File: src/common/bmc_pkg.sv
// bmc_pkg: constants for the basic mode control register block
// assumes a 50 MHz management-domain clock
package bmc_pkg;
	// ----------------------------------------------------------------
	// register map
	// ----------------------------------------------------------------
	localparam logic [4:0] ADDR_BASIC_MODE_CONTROL = 5'h00;
	localparam int BIT_RESET = 15;
	localparam int BIT_LOOPBACK = 14;
	localparam int BIT_SPEED = 13;
	localparam int BIT_AN_ENABLE = 12;
	localparam int BIT_POWER_DOWN = 11;
	localparam int BIT_ISOLATE = 10;
	localparam int BIT_AN_RESTART = 9;
	localparam int BIT_DUPLEX = 8;
	localparam int BIT_COL_TEST = 7;
	localparam logic [15:0] WRITE_MASK = 16'hff80;
	// ----------------------------------------------------------------
	// reset values (duplex comes from strap)
	// ----------------------------------------------------------------
	localparam logic [15:0] RESET_VALUE = 16'h3000;
	// ----------------------------------------------------------------
	// timing
	// ----------------------------------------------------------------
	localparam int CLK_PERIOD_NS = 20;
	localparam int SOFT_RESET_NS = 1000;
	localparam int SOFT_RESET_CYCLES = (SOFT_RESET_NS + CLK_PERIOD_NS - 1) / CLK_PERIOD_NS;
	// collision test: 4 bit times at 10 Mb/s is 400 ns, longest time rounds down
	localparam int COL_OFF_NS = 400;
	localparam int COL_OFF_CYCLES = COL_OFF_NS / CLK_PERIOD_NS;
endpackage

File: src/verilog/bmc_sync.sv
// bmc_sync: two-flop synchroniser for one level
// assumes the input is asynchronous to clk_i
`timescale 1ns/1ps
module bmc_sync #(
	parameter logic RESET_LEVEL = 1'b0
) (
	// clock and reset
	input wire logic clk_i,
	input wire logic rstn_i,
	input wire logic en_i,
	// level
	input wire logic async_i,
	output logic sync_o
);
	logic meta;
	logic next_meta;
	logic next_sync;

	always_comb begin
		next_meta = en_i ? async_i : meta;
		next_sync = en_i ? meta : sync_o;
	end

	always_ff @(posedge clk_i) begin
		if (!rstn_i) begin
			meta <= RESET_LEVEL;
			sync_o <= RESET_LEVEL;
		end else begin
			meta <= next_meta;
			sync_o <= next_sync;
		end
	end
endmodule // bmc_sync

File: src/verilog/bmc_loopback.sv
// bmc_loopback: mii receive path mux with loopback and isolate
// assumes tx nibbles are on clk_i and rx line data already synchronised
`timescale 1ns/1ps
module bmc_loopback (
	// clock and reset
	input wire logic clk_i,
	input wire logic rstn_i,
	input wire logic en_i,
	// control
	input wire logic loopback_i,
	input wire logic isolate_i,
	input wire logic power_down_i,
	// transmit side from mac
	input wire logic [3:0] txd_i,
	input wire logic tx_en_i,
	// line side receive
	input wire logic [3:0] line_rxd_i,
	input wire logic line_rx_dv_i,
	// receive side to mac
	output logic [3:0] rxd_o,
	output logic rx_dv_o
);
	logic [3:0] next_rxd;
	logic next_rx_dv;

	always_comb begin
		next_rxd = rxd_o;
		next_rx_dv = rx_dv_o;
		if (en_i) begin
			if (isolate_i || power_down_i) begin
				next_rxd = 4'h0;
				next_rx_dv = 1'b0;
			end else if (loopback_i) begin
				next_rxd = txd_i;
				next_rx_dv = tx_en_i;
			end else begin
				next_rxd = line_rxd_i;
				next_rx_dv = line_rx_dv_i;
			end
		end
	end

	always_ff @(posedge clk_i) begin
		if (!rstn_i) begin
			rxd_o <= 4'h0;
			rx_dv_o <= 1'b0;
		end else begin
			rxd_o <= next_rxd;
			rx_dv_o <= next_rx_dv;
		end
	end
endmodule // bmc_loopback

File: src/verilog/bmc_top.sv
// bmc_top: basic mode control register of a 10/100 transceiver
// assumes a management write/read port on clk_i and asynchronous pins
`timescale 1ns/1ps

// Summary of operation
// - writing reset bit starts soft reset
// - reset bit clears itself when done
// - straps relatched at end of soft reset
// - loopback routes tx nibbles to rx
// - speed bit: one 100, zero 10
// - autoneg on ignores speed and duplex bits
// - autoneg off uses speed and duplex bits
// - power-down bit enters low-power state
// - register access stays alive in power-down
// - power-down is bit OR pin request
// - low pin forces power-down bit set
// - isolate zeroes mii rxd and rx_dv, management still works
// - duplex bit: one full, default strapped
// - restart bit restarts autoneg, self-clears
// - collision test drives collision from tx enable
module bmc_top #(
	parameter int SOFT_RESET_LEN = bmc_pkg::SOFT_RESET_CYCLES,
	parameter int COL_OFF_LEN = bmc_pkg::COL_OFF_CYCLES
) (
	// clock, enable, reset
	input wire logic clk_i,
	input wire logic rstn_i,
	input wire logic ce_i,
	// management register port
	input wire logic [4:0] reg_addr_i,
	input wire logic reg_wr_i,
	input wire logic [15:0] reg_wdata_i,
	output logic [15:0] reg_rdata_o,
	// pins
	input wire logic shared_irq_powerdown_pin_n_i,
	input wire logic strap_duplex_i,
	// auto-negotiation engine
	input wire logic an_started_i,
	output logic an_restart_o,
	// mii
	input wire logic [3:0] txd_i,
	input wire logic tx_en_i,
	input wire logic [3:0] line_rxd_i,
	input wire logic line_rx_dv_i,
	output logic [3:0] rxd_o,
	output logic rx_dv_o,
	output logic col_o,
	// operating mode
	output logic speed_100_o,
	output logic full_duplex_o,
	output logic an_enable_o,
	output logic power_down_o,
	output logic isolate_o,
	output logic soft_reset_o
);
	// ----------------------------------------------------------------
	// parameter check: counters are 16 and 8 bits wide
	// ----------------------------------------------------------------
	if (SOFT_RESET_LEN < 1 || SOFT_RESET_LEN > 65535) begin : g_bad_soft_reset_len
		$error("bmc_top: soft reset length out of range");
	end
	if (COL_OFF_LEN < 1 || COL_OFF_LEN > 255) begin : g_bad_col_off_len
		$error("bmc_top: collision hold length out of range");
	end

	// ----------------------------------------------------------------
	// pin synchronisers
	// ----------------------------------------------------------------
	logic pd_pin_n;
	logic strap_duplex;

	bmc_sync #(.RESET_LEVEL(1'b1)) u_sync_pd (
		.clk_i(clk_i),
		.rstn_i(rstn_i),
		.en_i(ce_i),
		.async_i(shared_irq_powerdown_pin_n_i),
		.sync_o(pd_pin_n)
	);

	// no reset: strap tracks its pin through reset, so it is valid at release
	bmc_sync #(.RESET_LEVEL(1'b0)) u_sync_strap (
		.clk_i(clk_i),
		.rstn_i(1'b1),
		.en_i(ce_i),
		.async_i(strap_duplex_i),
		.sync_o(strap_duplex)
	);

	// ----------------------------------------------------------------
	// control register
	// ----------------------------------------------------------------
	logic [15:0] ctrl;
	logic [15:0] next_ctrl;
	logic [15:0] rst_cnt;
	logic [15:0] next_rst_cnt;
	logic strap_pending;
	logic next_strap_pending;
	logic wr_hit;

	function automatic logic [15:0] defaults(input logic duplex);
		logic [15:0] v;
		v = bmc_pkg::RESET_VALUE;
		v[bmc_pkg::BIT_DUPLEX] = duplex;
		return v;
	endfunction

	function automatic logic addr_hit(input logic [4:0] addr);
		return addr == bmc_pkg::ADDR_BASIC_MODE_CONTROL;
	endfunction

	assign wr_hit = reg_wr_i && addr_hit(reg_addr_i);

	always_comb begin
		next_ctrl = ctrl;
		next_rst_cnt = rst_cnt;
		next_strap_pending = 1'b0;
		if (ce_i) begin
			if (strap_pending) begin
				// strap sampled once synchroniser has settled after reset
				next_ctrl[bmc_pkg::BIT_DUPLEX] = strap_duplex;
			end
			if (ctrl[bmc_pkg::BIT_RESET]) begin
				// register writes held off while soft reset runs
				if (rst_cnt == 16'(SOFT_RESET_LEN - 1)) begin
					next_ctrl = defaults(strap_duplex);
					next_rst_cnt = 16'h0000;
				end else begin
					next_rst_cnt = rst_cnt + 16'h0001;
				end
			end else begin
				// writes accepted even in power-down
				if (wr_hit) begin
					next_ctrl = reg_wdata_i & bmc_pkg::WRITE_MASK;
					if (!reg_wdata_i[bmc_pkg::BIT_AN_ENABLE]) begin
						next_ctrl[bmc_pkg::BIT_AN_RESTART] = 1'b0;
					end
					if (reg_wdata_i[bmc_pkg::BIT_AN_ENABLE] && !reg_wdata_i[bmc_pkg::BIT_AN_RESTART]
						&& ctrl[bmc_pkg::BIT_AN_RESTART]) begin
						next_ctrl[bmc_pkg::BIT_AN_RESTART] = 1'b1;
					end
				end
				if (ctrl[bmc_pkg::BIT_AN_RESTART] && an_started_i) begin
					next_ctrl[bmc_pkg::BIT_AN_RESTART] = 1'b0;
				end
			end
			if (!pd_pin_n) begin
				next_ctrl[bmc_pkg::BIT_POWER_DOWN] = 1'b1;
			end
		end
	end

	always_ff @(posedge clk_i) begin
		if (!rstn_i) begin
			ctrl <= bmc_pkg::RESET_VALUE;
			rst_cnt <= 16'h0000;
			strap_pending <= 1'b1;
		end else begin
			ctrl <= next_ctrl;
			rst_cnt <= next_rst_cnt;
			strap_pending <= ce_i ? next_strap_pending : strap_pending;
		end
	end

	// ----------------------------------------------------------------
	// effective power-down request
	// ----------------------------------------------------------------
	logic pd_req;

	// shared by mode output and receive path so both switch together
	assign pd_req = ctrl[bmc_pkg::BIT_POWER_DOWN] | ~pd_pin_n;

	// ----------------------------------------------------------------
	// operating mode outputs
	// ----------------------------------------------------------------
	logic next_speed_100;
	logic next_full_duplex;
	logic next_power_down;
	logic next_an_restart;

	always_comb begin
		next_speed_100 = speed_100_o;
		next_full_duplex = full_duplex_o;
		next_power_down = power_down_o;
		next_an_restart = 1'b0;
		if (ce_i) begin
			if (!ctrl[bmc_pkg::BIT_AN_ENABLE]) begin
				next_speed_100 = ctrl[bmc_pkg::BIT_SPEED];
				next_full_duplex = ctrl[bmc_pkg::BIT_DUPLEX];
			end
			// autoneg on: selection bits are not looked at
			next_power_down = pd_req;
			next_an_restart = ctrl[bmc_pkg::BIT_AN_RESTART] & ctrl[bmc_pkg::BIT_AN_ENABLE];
		end
	end

	// speed/duplex outputs only follow the bits with autoneg off
	always_ff @(posedge clk_i) begin
		if (!rstn_i) begin
			speed_100_o <= 1'b1;
			full_duplex_o <= 1'b0;
			power_down_o <= 1'b0;
			an_restart_o <= 1'b0;
		end else begin
			speed_100_o <= next_speed_100;
			full_duplex_o <= next_full_duplex;
			power_down_o <= next_power_down;
			an_restart_o <= next_an_restart;
		end
	end

	// ----------------------------------------------------------------
	// read data
	// ----------------------------------------------------------------
	logic [15:0] next_rdata;

	// unmapped addresses read as zero
	always_comb begin
		next_rdata = reg_rdata_o;
		if (ce_i) begin
			next_rdata = addr_hit(reg_addr_i) ? ctrl : 16'h0000;
		end
	end

	always_ff @(posedge clk_i) begin
		if (!rstn_i) begin
			reg_rdata_o <= 16'h0000;
		end else begin
			reg_rdata_o <= next_rdata;
		end
	end

	// ----------------------------------------------------------------
	// plain copies of control bits
	// ----------------------------------------------------------------
	logic next_an_enable;
	logic next_isolate;
	logic next_soft_reset;

	always_comb begin
		next_an_enable = ce_i ? ctrl[bmc_pkg::BIT_AN_ENABLE] : an_enable_o;
		next_isolate = ce_i ? ctrl[bmc_pkg::BIT_ISOLATE] : isolate_o;
		next_soft_reset = ce_i ? ctrl[bmc_pkg::BIT_RESET] : soft_reset_o;
	end

	always_ff @(posedge clk_i) begin
		if (!rstn_i) begin
			an_enable_o <= 1'b1;
			isolate_o <= 1'b0;
			soft_reset_o <= 1'b0;
		end else begin
			an_enable_o <= next_an_enable;
			isolate_o <= next_isolate;
			soft_reset_o <= next_soft_reset;
		end
	end

	// ----------------------------------------------------------------
	// collision test
	// ----------------------------------------------------------------
	logic [7:0] col_cnt;
	logic [7:0] next_col_cnt;
	logic next_col;

	always_comb begin
		next_col = col_o;
		next_col_cnt = col_cnt;
		if (ce_i) begin
			if (ctrl[bmc_pkg::BIT_COL_TEST] && tx_en_i) begin
				next_col = 1'b1;
				next_col_cnt = 8'(COL_OFF_LEN - 1);
			end else if (col_o && col_cnt != 8'h00 && ctrl[bmc_pkg::BIT_COL_TEST]) begin
				next_col_cnt = col_cnt - 8'h01;
			end else begin
				next_col = 1'b0;
				next_col_cnt = 8'h00;
			end
		end
	end

	always_ff @(posedge clk_i) begin
		if (!rstn_i) begin
			col_o <= 1'b0;
			col_cnt <= 8'h00;
		end else begin
			col_o <= next_col;
			col_cnt <= next_col_cnt;
		end
	end

	// ----------------------------------------------------------------
	// receive path
	// ----------------------------------------------------------------
	bmc_loopback u_loop (
		.clk_i(clk_i),
		.rstn_i(rstn_i),
		.en_i(ce_i),
		.loopback_i(ctrl[bmc_pkg::BIT_LOOPBACK]),
		.isolate_i(ctrl[bmc_pkg::BIT_ISOLATE]),
		.power_down_i(pd_req),
		.txd_i(txd_i),
		.tx_en_i(tx_en_i),
		.line_rxd_i(line_rxd_i),
		.line_rx_dv_i(line_rx_dv_i),
		.rxd_o(rxd_o),
		.rx_dv_o(rx_dv_o)
	);
endmodule // bmc_top

File: config.mk
export PLATFORM = sky130hd
export DESIGN_NAME = bmc_top
export DESIGN_NICKNAME = d
export VERILOG_FILES = /design/src/common/bmc_pkg.sv /design/src/verilog/bmc_sync.sv /design/src/verilog/bmc_loopback.sv /design/src/verilog/bmc_top.sv
export SDC_FILE = /design/constraint.sdc
export NUM_CORES = 1
export LEC_CHECK = 0
export BUFFER_PORTS_ARGS = -buffer_cell sky130_fd_sc_hd__clkbuf_2
export CAP_MARGIN = 10
export CORE_UTILIZATION = 50
export DETAILED_ROUTE_END_ITERATION = 6
export PLACE_DENSITY = 0.74
export SETUP_SLACK_MARGIN = 0.5
export SYNTH_ARGS = -nofsm -noshare
export SYNTH_HDL_FRONTEND = slang
export SYNTH_SLANG_ARGS = --single-unit
export TNS_END_PERCENT = 100
File: constraint.sdc
create_clock -name clk_i -period 2.6 [get_ports clk_i]
set_clock_uncertainty 0.15 [all_clocks]
set_input_delay 0.52 -clock clk_i [delete_from_list [all_inputs] [get_ports clk_i]]
set_output_delay 0.52 -clock clk_i [all_outputs]
set_load 0.01 [all_outputs]
==> impl_summary.txt <==
----------------------------------------------------
[Outcome]
  Run status ... finished clean

[Timing]
  RSZ-0062 raised after global routing ... false
  Fin crit period ... 1.926 ns
  Maximum clock rate ... 0.5192 GHz
  Number of failing hold endpoints at the final stage ... 0
  Accumulated negative setup slack ... 0 ns
  Remaining max-slew budget at the tightest pin ... 0.6347
  Tightest Pin Transition ... 0.5429 ns
  Post-route setup slack ... 0.6740 ns
  Final worst path period share ... 0.7408
  Count of final setup violators ... 0
  Slew Viols, Final ... 0

[Clock tree]
  Total clock buffers created by CTS ... 9
  CTS root buf ... clkbuf_8
  CTS H-Tree Depth ... 3
  Clock tree from TritonCTS ... done
  Clock transition at path regs ... 0.06 ns
  Cts hold-fix bufs ... 0
  Sinks on Clock Net ... 61
  Post-CTS Resized ... 0
  Max Buffers Root-to-Sink ... 2
  Post-CTS Setup Bufs ... 0
  Clk_lat worst skew ... 0.33 ns

[Power]
  Power density over the cells ... 630.3 mW/mm^2
  Leak ... 1.311 nW
  VDD IR max ... 0.0004133 V

[Worst setup path]
  Worst Setup SP ... rst_cnt[7]$_SDFFE_PN0P_
  Startpoint of the most critical register-to-register path ... rst_cnt[7]$_SDFFE_PN0P_
  Register-to-Register Setup Slack ... 0.67 ns
  Worst EP arrival ... 1.98 ns
  Element type at the critical path start ... flip-flop
  Cells on worst reg2reg path ... 4
  Critical path cell sequence ... nor4_1 -> and4_1 -> a31o_2 -> nor2_1
  Crit Path Max Fanout ... 13
  Endpoint of the worst-slack reg-to-reg timing path ... rst_cnt[10]$_SDFFE_PN0P_
  Path type of the worst setup path ... flip-flop to flip-flop
  Cell with the biggest individual delay on the critical path ... nor4_1
  Kind of end point of the critical path ... flip-flop
  Worst stage delay on the critical path ... 0.52 ns
  Worst path required time ... 2.66 ns

[Routing]
  Average vias per placed instance ... 5.400
  Post-detailed-routing wire length ... 5852 um
  Antenna-violating nets left ... 0
  Number of DRC markers after the initial detailed-route iteration ... 150
  Pre-antenna DRT Iters ... 4
  Remaining routing DRC violations ... 0
  Vias after detailed routing ... 2376
  Detail-routed net length per standard cell ... 13.30 um

[Synthesis]
  Async S/R FF share, synth ... 0
  Gate count after technology mapping ... 308
  Most instantiated flip-flop cell in the synthesis netlist ... dfxtp_1
  Mean instance size in the synthesized netlist ... 8.844 sq um
  Most instantiated cells after synthesis ... dfxtp_1, nand2_1, nor2_1
  Count of different cell masters after synthesis ... 49
  Syn_nets ... 350
  Cell with the most instances after synthesis ... dfxtp_1
  Number of flops mapped to enable cells by yosys ... 2
  Sequential-to-total area share from yosys stat ... 0.4557
  Area share of the largest cell type after synthesis ... 0.4336
  Post-synthesis cell type with the largest combined area ... dfxtp_1
  Mapped cell area ... 0.002724 sq mm
  Warnings from Yosys ... 0
  Register bit total from synthesis ... 61
  Cell types with the largest area share after synthesis ... dfxtp_1, nand2_1, mux2i_1

[Floorplanning]
  Die X ... 75.81 um
  Floorplan die height ... 75.81 um
  Num ports ... 67
  Die area ... 0.005747 sq mm
  Initial Util ... 0.5266
  Core area ... 0.005172 sq mm
  # rows ... 26

[Layout]
  Area of all placed cells without fillers ... 0.003294 sq mm
  Area Overhead vs Synth ... 20.95%
  Layout cells sized above 1 ... 0.2378
  Final layout net count ... 407
  Count of inserted antenna diode cells ... 0
  FILL cells ... 448

[Placed design]
  Post-DP Area ... 0.003059 sq mm
  Hpwl dp ... 4241 um
  Routability-driven placement congestion ratio ... 0.7971
  Pre-CTS setup slack ... 0.3177 ns
  Port Buffers ... 59

[Global route]
  Via count of the first global-routing pass ... 2066
  First-pass GRT wire length ... 9370 um
  Gr usage total ... 0.2219
  Maximum number of pins on one net before global-route repair ... 21
  Overall overflow remaining after global route ... 0
  Initial antenna violation count ... 0

[Hold path]
  Destination of the worst hold path ... u_sync_strap.meta$_DFFE_PP_
  Start point of the worst min-delay path ... strap_duplex_i
  Tightest Hold Check Type ... input port to flip-flop
  Count of cells along the worst hold path ... 1

[Job]
  Number of maximum-capacitance violations ... 0

----------------------------------------------------
-- kinds of logic (layout without fill, tap and decap cells) --
kind of cell,after synthesis,after routing,synth area share
simple gates,131,131,0.2485
fa+ha+maj,4,4,0.01837
flops,61,61,0.4557
buf+inv,27,89,0.04777
xor+xnor,16,16,0.05145
mux,12,12,0.04410
compound gates,57,57,0.1341
-- worst max-delay path, delay by kind of cell, from the launching register on --
| kind | cells | cell delay [ns] |
|---|---|---|
| AO/OA/AOI/OAI | 1 | 0.36 |
| AND/OR/NAND/NOR | 3 | 0.95 |
| flip-flops | 1 | 0.35 |
-- where the power goes --
group          switching, W  internal, W
Clock              0.000354     0.000624
Sequential        0.0000131     0.000959
Combinational     0.0000713    0.0000558
-- routing by layer --
layer | routed length (um) | GRT usage | up-vias
li1 | - | - | 1206
met5 | 0 | 0 | -
met4 | 87 | 0.09465 | 0
met1 | 2786 | 0.2878 | 1109
met3 | 274 | 0.06217 | 7
met2 | 2703 | 0.3451 | 54
-- cell usage in the layout (no fill, tap or decap), types with 10 or more instances in the layout --
cell	Yosys	final
nand3_1	13	13
clkbuf_2	0	59
clkbuf_8	0	10
xor2_1	11	11
a21oi_1	19	19
dfxtp_1	59	59
o21ai_0	14	14
nand2_1	35	35
mux2i_1	12	12
nor2_1	31	31
-- registers in the layout, summed over array words and instances (netlist names), 4 cells and up --
register      cells
col_cnt           8
ctrl              9
rst_cnt          16
reg_rdata_o      10
u_loop.rxd_o      4
-- area by class of cell --
cell class	instances	area (sq um)	area share
multi-input cells	220	1353	0.4106
flip-flops and latches	61	1241	0.3768
repair buffers	67	355.3	0.1079
clock buffers	13	170.2	0.05165
well taps	70	87.58	0.02659
clock inverters	3	65.06	0.01975
inverters	6	22.52	0.006836
-- through the flow --
stage / hold slack [ns] / power (W) / instances / util
6_report: 0.2199 / 0.002076 / 440 / 0.6369
3_3_place_gp: 0.2511 / 0.001118 / 424 / 0.5914
5_1_grt: 0.2116 / 0.002161 / 440 / 0.6369
4_1_cts: 0.2044 / 0.002100 / 440 / 0.6369
2_1_floorplan: 0.2503 / 0.001066 / 308 / -
3_5_place_dp: 0.2566 / 0.001120 / 424 / 0.5914
-- worst max path at each step --
stage / slack (ns) / depth (start not counted) / endpoint
2_1_floorplan: 0.54 / 5 / ctrl[12]$_SDFFE_PN1P_
3_3_place_gp: 0.34 / 5 / ctrl[13]$_SDFFE_PN1P_
3_5_place_dp: 0.32 / 5 / ctrl[12]$_SDFFE_PN1P_
4_1_cts: 0.68 / 5 / ctrl[12]$_SDFFE_PN1P_
5_1_grt: 0.51 / 4 / rst_cnt[9]$_SDFFE_PN0P_
6_report: 0.67 / 4 / rst_cnt[10]$_SDFFE_PN0P_
(Power assumes the default switching activity.)
